$ cat src/lbm_params.svh
/*
  Offsets, field positions, reset values and fixed limits of the line
  error rate monitor. Assumes inclusion by the package and by the top.
*/
`ifndef LBM_PARAMS_SVH
`define LBM_PARAMS_SVH

// byte offsets inside one monitor instance
`define LBM_OFF_CFG        5'h00
`define LBM_OFF_PERIOD     5'h04
`define LBM_OFF_DECL_THR   5'h08
`define LBM_OFF_CLR_THR    5'h0C
`define LBM_OFF_SAT_THR    5'h10
// shared registers
`define LBM_OFF_STATUS     8'h40
`define LBM_OFF_EVENT      8'h44
`define LBM_OFF_IRQ_EN     8'h48

// cfg register fields
`define LBM_CFG_CLR_MODE_BIT  0
`define LBM_CFG_SAT_MODE_BIT  1

// reset values
`define LBM_RST_PERIOD     24'h000008
`define LBM_RST_DECL_THR   12'hFFF
`define LBM_RST_CLR_THR    12'h000
`define LBM_RST_SAT_THR    12'hFFF

// saturation value and clear window stretch (x8)
`define LBM_CNT_MAX        12'hFFF
`define LBM_CLR_WIN_SHIFT  3

`endif

$ cat src/lbm_pkg.sv
/*
  Types shared by the error rate monitor files.
  Assumes lbm_params.svh sits beside it on the include path.
*/
`include "lbm_params.svh"

package lbm_pkg;

  typedef struct packed {
    logic        clear_window_mode;
    logic        saturation_mode;
    logic [23:0] accumulation_period;
    logic [11:0] declaration_threshold;
    logic [11:0] clearing_threshold;
    logic [11:0] saturation_threshold;
  } lbm_cfg_t;

  typedef struct packed {
    logic       vld;
    logic [7:0] cnt;
  } lbm_err_t;

  typedef enum logic [1:0] {
    LBM_ST_DECLARE = 2'b01,
    LBM_ST_CLEAR   = 2'b10
  } lbm_state_t;

endpackage

$ cat src/lbm_rate_unit.sv
/*
  One error rate monitor: accumulates line parity errors over a window of
  sub-period ticks, declares or clears its alarm against thresholds.
  Assumes tick and err are synchronous to clk, tick one cycle wide.
*/
`timescale 1ns/100ps
`default_nettype none

module lbm_rate_unit
  import lbm_pkg::*;
(
  input  wire logic clk,
  input  wire logic rst_n,
  input  var  lbm_cfg_t cfg,
  input  wire logic tick,
  input  var  lbm_err_t err,
  output logic      alarm,
  output logic      event_p
);

  lbm_state_t  state_r,    state_nxt;
  logic [11:0] tick_err_r, tick_err_nxt;
  logic [11:0] acc_r,      acc_nxt;
  logic [26:0] win_cnt_r,  win_cnt_nxt;
  logic        alarm_r,    alarm_nxt;
  logic        event_r,    event_nxt;
  logic [12:0] tick_sum;
  logic [11:0] tick_tot;
  logic [11:0] contrib;
  logic [12:0] acc_sum;
  logic [11:0] acc_tot;
  logic [26:0] win_len;
  logic        win_end;

  always_comb begin
    tick_sum = {1'b0, tick_err_r} + {5'h00, (err.vld ? err.cnt : 8'h00)};
    tick_tot = tick_sum[12] ? `LBM_CNT_MAX : tick_sum[11:0];
    // per-tick cap limits bursts; 0xFFF never bites
    contrib = (cfg.saturation_mode && tick_tot > cfg.saturation_threshold) ?
              cfg.saturation_threshold : tick_tot;
    acc_sum = {1'b0, acc_r} + {1'b0, contrib};
    acc_tot = acc_sum[12] ? `LBM_CNT_MAX : acc_sum[11:0];
    if (!cfg.saturation_mode && acc_tot > cfg.saturation_threshold) begin
      acc_tot = cfg.saturation_threshold;
    end
    // clearing window stretched by eight when selected
    if (state_r == LBM_ST_CLEAR && cfg.clear_window_mode) begin
      win_len = {cfg.accumulation_period, 3'b000};
    end else begin
      win_len = {3'b000, cfg.accumulation_period};
    end
    // period of zero behaves as one tick
    win_end = tick && ((win_cnt_r + 27'h1) >= win_len);
    tick_err_nxt = tick ? 12'h000 : tick_tot;
    acc_nxt      = tick ? acc_tot : acc_r;
    win_cnt_nxt  = tick ? win_cnt_r + 27'h1 : win_cnt_r;
    state_nxt    = state_r;
    event_nxt    = 1'b0;
    if (win_end) begin
      acc_nxt     = 12'h000;
      win_cnt_nxt = 27'h0;
      case (state_r)
        LBM_ST_DECLARE: begin
          if (acc_tot >= cfg.declaration_threshold) begin
            state_nxt = LBM_ST_CLEAR;
            event_nxt = 1'b1;
          end
        end
        LBM_ST_CLEAR: begin
          if (acc_tot < cfg.clearing_threshold) begin
            state_nxt = LBM_ST_DECLARE;
            event_nxt = 1'b1;
          end
        end
        default: begin
          state_nxt = LBM_ST_DECLARE;
        end
      endcase
    end
    alarm_nxt = (state_nxt == LBM_ST_CLEAR);
  end

  always_ff @(posedge clk or negedge rst_n) begin
    if (!rst_n) begin
      state_r    <= LBM_ST_DECLARE;
      tick_err_r <= 12'h000;
      acc_r      <= 12'h000;
      win_cnt_r  <= 27'h0;
      alarm_r    <= 1'b0;
      event_r    <= 1'b0;
    end else begin
      state_r    <= state_nxt;
      tick_err_r <= tick_err_nxt;
      acc_r      <= acc_nxt;
      win_cnt_r  <= win_cnt_nxt;
      alarm_r    <= alarm_nxt;
      event_r    <= event_nxt;
    end
  end

  assign alarm   = alarm_r;
  assign event_p = event_r;

  chk_declare_on_thr: assert property (@(posedge clk) disable iff (!rst_n)
    win_end && state_r == LBM_ST_DECLARE && acc_tot >= cfg.declaration_threshold
    |=> alarm_r && event_r)
    else $error("alarm not declared at threshold");

  chk_clear_on_thr: assert property (@(posedge clk) disable iff (!rst_n)
    win_end && state_r == LBM_ST_CLEAR && acc_tot < cfg.clearing_threshold
    |=> !alarm_r && event_r)
    else $error("alarm not cleared below threshold");

  chk_window_restart: assert property (@(posedge clk) disable iff (!rst_n)
    win_end |=> acc_r == 12'h000 && win_cnt_r == 27'h0)
    else $error("count not restarted at window end");

  chk_event_change: assert property (@(posedge clk) disable iff (!rst_n)
    ##1 (alarm_r != $past(alarm_r)) == event_r)
    else $error("event pulse does not match alarm change");

  chk_clear_window_len: assert property (@(posedge clk) disable iff (!rst_n)
    win_end && state_r == LBM_ST_CLEAR && cfg.clear_window_mode &&
    cfg.accumulation_period != 24'h0
    |-> win_cnt_r + 27'h1 == {cfg.accumulation_period, 3'b000})
    else $error("clear window not eight periods");

  chk_acc_capped: assert property (@(posedge clk) disable iff (!rst_n)
    !cfg.saturation_mode && $stable(cfg) |=> acc_r <= cfg.saturation_threshold)
    else $error("window count above saturation");

  cov_declare: cover property (@(posedge clk) disable iff (!rst_n) $rose(alarm_r));
  cov_clear: cover property (@(posedge clk) disable iff (!rst_n) $fell(alarm_r));
  cov_long_clear: cover property (@(posedge clk) disable iff (!rst_n)
    win_end && state_r == LBM_ST_CLEAR && cfg.clear_window_mode);

endmodule

`default_nettype wire

$ cat src/lbm_top.sv
/*
  Line error rate monitor top: two monitors (degrade and fail) with a
  classic Wishbone slave for settings, status, sticky events, irq enable.
  Assumes all inputs synchronous to SYS_CLK; LINE_TICK marks sub-periods.
*/
// Local design decisions: the Wishbone register port and the register addresses.
`timescale 1ns/100ps
`default_nettype none
`include "lbm_params.svh"

// What this block does
// - two independent monitors, one for signal degrade, one for signal fail.
// - each monitor counts line parity errors over a programmed accumulation period.
// - alarm off evaluates for declaring; alarm on evaluates for clearing.
// - separate declaration and clearing thresholds, one shared accumulation period, all programmable.
// - clear window mode one makes clearing window eight declaration windows.
// - clear window mode zero makes clearing window equal declaration window.
// - saturation threshold defaults all ones, which means no saturation.
// - both monitors identical, same settings, differ only by programmed rate.
module lbm_top
  import lbm_pkg::*;
(
  input  wire logic        SYS_CLK,
  input  wire logic        RST_N,
  input  wire logic        LINE_TICK,
  input  wire logic        BIP_ERR_VLD,
  input  wire logic [7:0]  BIP_ERR_CNT,
  input  wire logic        WB_CYC_I,
  input  wire logic        WB_STB_I,
  input  wire logic        WB_WE_I,
  input  wire logic [7:0]  WB_ADR_I,
  input  wire logic [3:0]  WB_SEL_I,
  input  wire logic [31:0] WB_DAT_I,
  output logic             WB_ACK_O,
  output logic [31:0]      WB_DAT_O,
  output logic             SIGNAL_DEGRADE_ALARM,
  output logic             SIGNAL_FAIL_ALARM,
  output logic             IRQ
);

  lbm_cfg_t    cfg_r [2];
  lbm_cfg_t    cfg_nxt [2];
  logic [1:0]  event_r,  event_nxt;
  logic [1:0]  irq_en_r, irq_en_nxt;
  logic        ack_r,    ack_nxt;
  logic [31:0] rdat_r,   rdat_nxt;
  logic        irq_r,    irq_nxt;
  logic [1:0]  alarm;
  logic [1:0]  ev_pulse;
  logic        req;
  logic        wr;
  logic        inst_hit;
  logic        inst_sel;
  logic [31:0] wmask;
  lbm_err_t    err;

  function automatic logic [31:0] merge(input logic [31:0] old_v,
                                        input logic [31:0] new_v,
                                        input logic [31:0] m);
    merge = (old_v & ~m) | (new_v & m);
  endfunction

  assign err = '{vld: BIP_ERR_VLD, cnt: BIP_ERR_CNT};

  genvar gi;
  generate
    for (gi = 0; gi < 2; gi++) begin : g_mon
      lbm_rate_unit u_mon (
        .clk     (SYS_CLK),
        .rst_n   (RST_N),
        .cfg     (cfg_r[gi]),
        .tick    (LINE_TICK),
        .err     (err),
        .alarm   (alarm[gi]),
        .event_p (ev_pulse[gi])
      );
    end
  endgenerate

  assign SIGNAL_DEGRADE_ALARM = alarm[0];
  assign SIGNAL_FAIL_ALARM    = alarm[1];

  // request decode; ack comes one cycle after the request, writes land on
  // the ack edge so the master and slave agree on when it took effect
  always_comb begin
    req      = WB_CYC_I && WB_STB_I;
    wr       = req && WB_WE_I && ack_r;
    inst_hit = (WB_ADR_I[7:6] == 2'b00) && (WB_ADR_I[4:0] <= `LBM_OFF_SAT_THR)
               && (WB_ADR_I[1:0] == 2'b00);
    inst_sel = WB_ADR_I[5];
    wmask    = {{8{WB_SEL_I[3]}}, {8{WB_SEL_I[2]}}, {8{WB_SEL_I[1]}}, {8{WB_SEL_I[0]}}};
    ack_nxt  = req && !ack_r;
  end

  // settings registers
  always_comb begin
    logic [31:0] img;
    img = 32'h0;
    for (int i = 0; i < 2; i++) begin
      cfg_nxt[i] = cfg_r[i];
      if (wr && inst_hit && inst_sel == i[0]) begin
        case (WB_ADR_I[4:0])
          `LBM_OFF_CFG: begin
            img = merge({30'h0, cfg_r[i].saturation_mode, cfg_r[i].clear_window_mode},
                        WB_DAT_I, wmask);
            cfg_nxt[i].clear_window_mode = img[`LBM_CFG_CLR_MODE_BIT];
            cfg_nxt[i].saturation_mode   = img[`LBM_CFG_SAT_MODE_BIT];
          end
          `LBM_OFF_PERIOD: begin
            img = merge({8'h00, cfg_r[i].accumulation_period}, WB_DAT_I, wmask);
            cfg_nxt[i].accumulation_period = img[23:0];
          end
          `LBM_OFF_DECL_THR: begin
            img = merge({20'h0, cfg_r[i].declaration_threshold}, WB_DAT_I, wmask);
            cfg_nxt[i].declaration_threshold = img[11:0];
          end
          `LBM_OFF_CLR_THR: begin
            img = merge({20'h0, cfg_r[i].clearing_threshold}, WB_DAT_I, wmask);
            cfg_nxt[i].clearing_threshold = img[11:0];
          end
          `LBM_OFF_SAT_THR: begin
            img = merge({20'h0, cfg_r[i].saturation_threshold}, WB_DAT_I, wmask);
            cfg_nxt[i].saturation_threshold = img[11:0];
          end
          default: begin
            cfg_nxt[i] = cfg_r[i];
          end
        endcase
      end
    end
  end

  // sticky events: a new change in the clearing cycle survives
  always_comb begin
    event_nxt  = event_r;
    irq_en_nxt = irq_en_r;
    if (wr && WB_ADR_I == `LBM_OFF_EVENT && WB_SEL_I[0]) begin
      event_nxt = event_r & ~WB_DAT_I[1:0];
    end
    if (wr && WB_ADR_I == `LBM_OFF_IRQ_EN && WB_SEL_I[0]) begin
      irq_en_nxt = WB_DAT_I[1:0];
    end
    event_nxt = event_nxt | ev_pulse;
    irq_nxt   = |(event_nxt & irq_en_nxt);
  end

  // read data captured with the ack; unmapped reads return zero
  always_comb begin
    rdat_nxt = rdat_r;
    if (req && !ack_r) begin
      rdat_nxt = 32'h0;
      if (inst_hit) begin
        case (WB_ADR_I[4:0])
          `LBM_OFF_CFG:      rdat_nxt = {30'h0, cfg_r[inst_sel].saturation_mode,
                                         cfg_r[inst_sel].clear_window_mode};
          `LBM_OFF_PERIOD:   rdat_nxt = {8'h00, cfg_r[inst_sel].accumulation_period};
          `LBM_OFF_DECL_THR: rdat_nxt = {20'h0, cfg_r[inst_sel].declaration_threshold};
          `LBM_OFF_CLR_THR:  rdat_nxt = {20'h0, cfg_r[inst_sel].clearing_threshold};
          `LBM_OFF_SAT_THR:  rdat_nxt = {20'h0, cfg_r[inst_sel].saturation_threshold};
          default:           rdat_nxt = 32'h0;
        endcase
      end else begin
        case (WB_ADR_I)
          `LBM_OFF_STATUS: rdat_nxt = {30'h0, alarm};
          `LBM_OFF_EVENT:  rdat_nxt = {30'h0, event_r};
          `LBM_OFF_IRQ_EN: rdat_nxt = {30'h0, irq_en_r};
          default:         rdat_nxt = 32'h0;
        endcase
      end
    end
  end

  always_ff @(posedge SYS_CLK or negedge RST_N) begin
    if (!RST_N) begin
      for (int i = 0; i < 2; i++) begin
        cfg_r[i] <= '{clear_window_mode: 1'b0, saturation_mode: 1'b0,
                      accumulation_period: `LBM_RST_PERIOD,
                      declaration_threshold: `LBM_RST_DECL_THR,
                      clearing_threshold: `LBM_RST_CLR_THR,
                      saturation_threshold: `LBM_RST_SAT_THR};
      end
      event_r  <= 2'h0;
      irq_en_r <= 2'h0;
      ack_r    <= 1'b0;
      rdat_r   <= 32'h0;
      irq_r    <= 1'b0;
    end else begin
      for (int i = 0; i < 2; i++) begin
        cfg_r[i] <= cfg_nxt[i];
      end
      event_r  <= event_nxt;
      irq_en_r <= irq_en_nxt;
      ack_r    <= ack_nxt;
      rdat_r   <= rdat_nxt;
      irq_r    <= irq_nxt;
    end
  end

  assign WB_ACK_O = ack_r;
  assign WB_DAT_O = rdat_r;
  assign IRQ      = irq_r;

  chk_ack_single: assert property (@(posedge SYS_CLK) disable iff (!RST_N)
    ack_r |=> !ack_r)
    else $error("ack held longer than one cycle");

  chk_ack_latency: assert property (@(posedge SYS_CLK) disable iff (!RST_N)
    req && !ack_r |=> ack_r)
    else $error("ack not given one cycle after request");

  chk_event_sticky: assert property (@(posedge SYS_CLK) disable iff (!RST_N)
    ev_pulse[0] |=> event_r[0] [*2])
    else $error("degrade event not held");

  chk_irq_gating: assert property (@(posedge SYS_CLK) disable iff (!RST_N)
    ##1 IRQ == |(event_r & irq_en_r))
    else $error("interrupt does not follow enabled events");

  chk_status_read: assert property (@(posedge SYS_CLK) disable iff (!RST_N)
    req && !ack_r && !WB_WE_I && WB_ADR_I == `LBM_OFF_STATUS
    |=> WB_DAT_O[1:0] == $past(alarm))
    else $error("status read does not show alarms");

  cov_irq: cover property (@(posedge SYS_CLK) disable iff (!RST_N) $rose(IRQ));
  cov_both_alarms: cover property (@(posedge SYS_CLK) disable iff (!RST_N) &alarm);

endmodule

`default_nettype wire

$ cat config.mk
export PLATFORM = sky130hd
export DESIGN_NAME = lbm_top
export DESIGN_NICKNAME = d
export VERILOG_FILES = /design/src/lbm_pkg.sv /design/src/lbm_rate_unit.sv /design/src/lbm_top.sv
export VERILOG_INCLUDE_DIRS = /design/src /design/src/src
export SDC_FILE = /design/constraint.sdc
export NUM_CORES = 1
export LEC_CHECK = 0
export ABC_AREA = 1
export BUFFER_PORTS_ARGS = -buffer_cell sky130_fd_sc_hd__clkbuf_2
export CAP_MARGIN = 40
export CORE_MARGIN = 3
export CORE_UTILIZATION = 41
export DETAILED_ROUTE_END_ITERATION = 10
export SYNTH_ARGS = -nofsm -noshare
export SYNTH_HDL_FRONTEND = slang
export SYNTH_SLANG_ARGS = --single-unit
$ cat constraint.sdc
create_clock -name SYS_CLK -period 19.6 [get_ports SYS_CLK]
set_input_delay 1.96 -clock SYS_CLK [delete_from_list [all_inputs] [get_ports SYS_CLK]]
set_output_delay 1.96 -clock SYS_CLK [all_outputs]
set_load 0.01 [all_outputs]
* After elaboration in Yosys (flattened, before gate mapping)
Index checks and enable logic that the tools add are counted.
** Storage, ports and cells
- Output and inout port bits :: 36
- Register bits :: 272
** Operators by class
- Muxes and demuxes :: 45
- Magnitude comparators :: 12
- Reductions and logical operators :: 40
- Bitwise operators :: 28
- $add $sub $neg :: 6
- Eq/ne operators :: 13
** Operators by type and width (count)
- $mux 62 :: 3
- $mux 12 :: 14
- $mux 27 :: 6
- $pmux 24 s5 :: 1
- $and 12x12->12 :: 6
- $and 24x24->24 :: 3
- $or 12x12->12 :: 6
- $add 27x1->27 const B :: 2
- $ge 27x27->1 :: 2
- $gt 12x12->1 :: 4
- $or 24x24->24 :: 2
- $mux 32 :: 1
- $add 12x12->13 :: 2
- $add 12x8->13 :: 2
- $eq 8x7->1 const B :: 3
- $ge 12x12->1 :: 2
- $lt 12x12->1 :: 2
- $not 24->24 :: 1
- $logic_and 1x1->1 :: 21
- $reduce_and 2->1 :: 10
- $mux 2 :: 8
- $eq 5x4->1 const B :: 2
- $and 2x2->2 :: 4
- $eq 2x2->1 const B :: 4
- other kinds (19) :: 33

* Longest topological paths before layout
- Word-level depth :: 16
- Depth in mapped cells :: 65

* Hierarchy
A second synthesis with hierarchy kept.
** Unflattened totals
- Cell total of the unflattened synthesis :: 2672
- Area total of the unflattened synthesis :: 19820.3 sq um
** By module, submodules not included
- lbm_top :: seq. area each 3916.3 sq um, cells an instance 949, area an instance 7780.0 sq um, times used 1
- lbm_rate_unit (g_mon[1].u_mon) :: seq. area each 1377.6 sq um, cells an instance 866, area an instance 6033.3 sq um, times used 1
- lbm_rate_unit (g_mon[0].u_mon) :: seq. area each 1377.6 sq um, cells an instance 857, area an instance 6007.0 sq um, times used 1

* Worst setup path before layout
No wires, ideal clock.
- Kind :: input -> register
- From :: in BIP_ERR_VLD
- To :: reg g_mon[1].u_mon.alarm_r
- Path buffers :: 3
- Data required time :: 19529 ps
- Path slack :: 10814 ps
- Arrival time :: 8715 ps
- Stages on the path :: 60
- Cell sequence :: buf_6 > nand2_1 > inv_1 > ha_1 > ha_1 > inv_1 > nand2_1 > nand4_1 > nand2_1 > nand3_1 > a31oi_1 > or2_2 > a21oi_1 > inv_1 > ha_1 > nand2_1 > nor3_1 > nand2_1 > [24 not listed] > nand2_1 > nand3_1 > nand2_1 > clkbuf_1 > o21ai_0 > ha_1 > a21oi_1 > o21bai_1 > a21oi_1 > nor2_1 > nor2_1 > o21ai_0 > nand3_1 > nand2_1 > nor2_1 > o21ai_0 > nand2_1 > nor2_1
** On the way
- Word-level cells in the longest chain between the ends :: 16
** Ends and longest elaborated chain
- start, declared :: RTL line lbm_top.sv:26 : input wire logic BIP_ERR_VLD,
- $mux 8 * :: RTL line lbm_rate_unit.sv:36 : tick_sum = {1'b0, tick_err_r} + {5'h00, (err.vld ? err.cnt : 8'h00)};
- $add 12x8->13 * :: RTL line lbm_rate_unit.sv:36
- $mux 12 * :: RTL line lbm_rate_unit.sv:37 : tick_tot = tick_sum[12] ? `LBM_CNT_MAX : tick_sum[11:0];
- $gt 12x12->1 :: RTL line lbm_rate_unit.sv:39 : contrib = (cfg.saturation_mode && tick_tot > cfg.saturation_threshold) ?
- $logic_and 1x1->1 :: RTL line lbm_rate_unit.sv:39
- $mux 12 * :: RTL line lbm_rate_unit.sv:39
- $add 12x12->13 * :: RTL line lbm_rate_unit.sv:41 : acc_sum = {1'b0, acc_r} + {1'b0, contrib};
- $mux 12 * :: RTL line lbm_rate_unit.sv:42 : acc_tot = acc_sum[12] ? `LBM_CNT_MAX : acc_sum[11:0];
- [2 not listed]
- $mux 12 * :: RTL line lbm_rate_unit.sv:43 : if (!cfg.saturation_mode && acc_tot > cfg.saturation_threshold) begin
- $lt 12x12->1 or $ge 12x12->1 (tied branches) :: RTL line lbm_rate_unit.sv:70, lbm_rate_unit.sv:64
- $mux 2 (on tied branches) :: RTL line lbm_rate_unit.sv:70, lbm_rate_unit.sv:64
- $pmux 2 s2 * :: RTL line lbm_rate_unit.sv:62 : case (state_r)
- $mux 2 * :: RTL line lbm_rate_unit.sv:59 : if (win_end) begin
- net g_mon[1].u_mon.state_nxt[0] :: RTL line lbm_rate_unit.sv:21 : lbm_state_t state_r, state_nxt;
- $eq 2x2->1 * :: RTL line lbm_rate_unit.sv:80 : alarm_nxt = (state_nxt == LBM_ST_CLEAR);
- net g_mon[1].u_mon.alarm_nxt :: RTL line lbm_rate_unit.sv:25 : logic alarm_r, alarm_nxt;
- end signal, assigned :: RTL line lbm_rate_unit.sv:96 : alarm_r <= alarm_nxt;
- end, declared :: RTL line lbm_rate_unit.sv:25
Mark *: on every way through the listed nets, which the timed path passes. The rest lies on a longest branch.
A chain may end at the register's enable or synchronous reset.

* Worst setup path in the final report
- From :: in BIP_ERR_VLD
- To :: reg g_mon[0].u_mon.alarm_r
** On the way
- Word-level cells in the longest chain between the ends :: 16
** Ends and longest elaborated chain (RTL line)
- $mux 8 * :: lbm_rate_unit.sv:36
- $add 12x8->13 * :: lbm_rate_unit.sv:36
- $mux 12 * :: lbm_rate_unit.sv:37
- $gt 12x12->1 :: lbm_rate_unit.sv:39
- $logic_and 1x1->1 :: lbm_rate_unit.sv:39
- $mux 12 * :: lbm_rate_unit.sv:39
- $add 12x12->13 * :: lbm_rate_unit.sv:41
- $mux 12 * :: lbm_rate_unit.sv:42
- [2 not listed]
- $mux 12 * :: lbm_rate_unit.sv:43
- $lt 12x12->1 or $ge 12x12->1 (tied branches) :: lbm_rate_unit.sv:70, lbm_rate_unit.sv:64
- $mux 2 (on tied branches) :: lbm_rate_unit.sv:70, lbm_rate_unit.sv:64
- $pmux 2 s2 * :: lbm_rate_unit.sv:62
- $mux 2 * :: lbm_rate_unit.sv:59
- net g_mon[0].u_mon.state_nxt[0] :: lbm_rate_unit.sv:21
- $eq 2x2->1 * :: lbm_rate_unit.sv:80
- net g_mon[0].u_mon.alarm_nxt :: lbm_rate_unit.sv:25
- end signal, assigned :: lbm_rate_unit.sv:96
- end, declared :: lbm_rate_unit.sv:25
Marked as above.

==> Implementation_results.wiki <==
{| class="wikitable"
! Metric !! Value
|-
| Unique masters post-synth || 66
|-
| Global route total overflow || 0
|-
| Final net count || 2757
|-
| Most used DFF post-synth || dfrtp_1
|-
| Mean post-synth cell area || 7.55 µm²
|-
| Aggregate negative setup slack || 0 ps
|-
| Number of buffers added for setup after CTS || 0
|-
| Post-DRT Antenna Nets || 0
|-
| Post-synth top area share || between 20% and 30%
|-
| Number of hold buffers added after cts || 0
|-
| Worst Skew || between 20 and 25 ps
|-
| Warnings from Yosys || 0
|-
| Library cell used as clock root buffer || clkbuf_16
|-
| Share of the yosys chip area belonging to registers || 36.0%
|-
| Final setup viols || 0
|-
| DRC viols || 0
|-
| Drt first-iter violations || 1231
|-
| Largest area contributor in the netlist || dfrtp_1
|-
| Post-layout utilization of the core || 46.3%
|-
| Worst stage delay on the critical path || 700 ps
|-
| Number of fill cells || about 4.4k
|-
| Req. time, crit path || 20080 ps
|-
| Fraction of registers with async set or reset after synthesis || 100%
|-
| Clock Path Buffers || 3
|-
| Die width || 219 µm
|-
| Worst path arrival time || 11070 ps
|-
| CTS tree || yes
|-
| Area of the die || 0.0478 mm²
|-
| Clock latency of the later-clocked register in the worst-skew pair || 590 ps
|-
| Most area-consuming cells after synthesis || dfrtp_1 (29%), ha_1 (13%), nand2_1 (12%), o21ai_0 (8.2%), dfstp_2 (7.4%)
|-
| Number of antenna diodes || 0
|-
| Vias in the first global route || 16.5k
|-
| Number of levels the H-tree was split into || 1
|-
| Library cell contributing the largest single delay on the critical path || o21ai_0
|-
| Area of the core region || 0.0444 mm²
|-
| Reg-to-reg setup timing slack || roughly 10000 ps
|-
| Initial antenna violation count || 2
|-
| Total area of multi-input combinational cells || 0.0101 mm²
|-
| Reg clk slew, reported paths || 60 ps
|-
| Power Dens Cells || 95.3 mW/mm²
|-
| Type of element launching the critical path || primary input
|-
| Unrepaired setup endpoints after global routing || false
|-
| Reported max-cap violation count || 0
|-
| Actual transition at the worst max-transition pin || 947 ps
|-
| Headroom to the max-slew limit || 36.9%
|-
| Via count || approximately 17k
|-
| Iteration count of the initial detailed-routing pass || 8
|-
| Number of flip-flops and latches in the synthesized netlist || 264
|-
| Cell area after synthesis || 0.0185 mm²
|-
| Post-cts sizing count || 0
|-
| Post-route minimum period || 10590 ps
|-
| Share of post-route cells with drive strength above 1 || 10.5%
|-
| Maximum number of pins on one net before global-route repair || ~120
|-
| Critical-path maximum fanout || 23
|-
| Sort of element at the end of the critical path || flop
|-
| Cells after synthesis || 2455
|-
| Final hold vios || 0
|-
| Clock tree sinks || 264
|-
| Number of placed I/O pins || 95
|-
| Status || complete, no violations
|-
| Per-cell via count in the routed design || 5.34
|-
| Worst reg2reg path startpoint || g_mon[0].u_mon.tick_err_r[1]$_DFF_PN0_
|-
| Height of the die || 219 µm
|-
| GP Congestion || roughly 0.9
|-
| Area occupied by registers || 0.00667 mm²
|-
| Capturing instance or port of the critical path || g_mon[0].u_mon.alarm$_DFF_PN0_
|-
| Count of buffers from port buffering || 77
|-
| Initial core utilization || about two fifths
|-
| Final clock period utilization by the worst path || ~54%
|-
| Achievable Freq || 94.5 MHz
|-
| Average routed wire per standard cell || 17.5 µm
|-
| Wire length reported by the detailed router || 54800 µm
|-
| Count of flip-flops with a built-in enable after synthesis || 0
|-
| Endpoint of the worst register-to-register path || g_mon[0].u_mon.alarm$_DFF_PN0_
|-
| Standard-cell rows || 77
|-
| Area growth from synthesis to layout || 11.0%
|-
| P_leak || 10.3 nW
|-
| Worst reg-to-reg path cell count || 52
|-
| Total count of max-transition violations in the final report || 0
|-
| Wire length of the first global-routing pass || 87500 µm
|-
| Total track usage || 23.1%
|-
| Crit. Startpoint || BIP_ERR_VLD
|-
| VDD IR-drop max || approximately 0.076 mV
|-
| Critical path type || primary input to flop
|-
| Most used cell along the critical path || nand2_1
|-
| Half-perimeter wire length after detailed placement || 41200 µm
|-
| Total CTS buffers || 31
|-
| Path type of the worst min-delay path || flop to flop
|}
[cells by family (layout without fill, tap and decap cells)]
family / after synthesis / in the layout / synth area share, %
and+or+nand+nor: 922 / 922 / 21.1
AOI/OAI and AO/OA: 569 / 569 / 17.8
buffers and inverters: 451 / 524 / 9.42
DFF: 264 / 264 / 36.0
adders and majority gates: 188 / 188 / 12.8
xor gates and xnor gates: 49 / 49 / 2.32
muxes: 11 / 11 / 0.601
other: 1 / 8 / 0.0202
[power breakdown]
group | internal, mW | switching, mW | total, mW
logic | 0.266 | 0.489 | 0.756
registers | 0.572 | 0.0169 | 0.589
clock network | 0.369 | 0.246 | 0.615
[worst min path at each step]
stage                                     startpoint                   end  slack [ps]  cells after the start
floorplan           g_mon[0].u_mon.event_p$_DFF_PN0_  event_r[0]$_DFF_PN0_         430                      2
global placement                  WB_ACK_O$_DFF_PN0_    WB_ACK_O$_DFF_PN0_         460                      1
detailed placement                              flop                  flop         470                      2
CTS                                             flop                  flop         480                      2
global route                                    flop                  flop         510                      2
finish                                          flop                  flop         480                      2
[worst max-delay path, delay by kind of cell]
kind            cells  cell delay (ps)
buf+inv            10             1100
simple gates       26             3440
fa+ha+maj           6             1600
compound gates     11             2950
[area by class of cell]
class / instances / share of cell area, %
clock buffers: 42 / 4.32
clock inverters: 16 / 0.913
inverters: 376 / 6.86
multi-input cells: 1747 / 49.3
flip-flops and latches: 264 / 32.4
well taps: 592 / 3.60
repair buffers: 90 / 2.56
[through the flow]
step	setup slack (ps)	hold WS [ps]	instances	power, mW	instance area, µm²
after detailed placement	8550	467	3069	1.34	19500
final	9010	479	3127	1.96	20600
after CTS	9170	477	3127	1.97	20600
after floorplan	10810	429	2462	1.14	18600
after global placement	8610	457	3067	1.32	19400
after global routing	8090	506	3127	2.12	20600
[synthesized netlist by cell type, types with 29 or more instances]
library cell / n
nand2_1: 612
inv_1: 361
o21ai_0: 305
dfrtp_1: 212
ha_1: 186
nor2_1: 129
a21oi_1: 113
nand3_1: 76
dfstp_2: 52
clkbuf_1: 50
xor2_1: 46
a22o_1: 29
[cell usage in the layout (no fill, tap or decap), types with 29 or more instances in the layout]
master / n
clkbuf_16: 32
a22o_1: 29
nand2_1: 612
o21ai_0: 305
clkbuf_2: 76
inv_1: 361
ha_1: 186
nand3_1: 76
xor2_1: 46
a21oi_1: 113
dfrtp_1: 212
dfstp_2: 52
nor2_1: 129
[per-layer routing]
layer  track usage, %  part of all wire (%)  vias to the layer above
met5            0.104                 0.044                        -
met4             7.74                   3.5                        4
met3             3.99                   6.6                      123
met1             30.8                    45                     7828
met2             38.0                    45                      497
li1                 -                     -                     8236
Power figures use the tool's default switching activity.
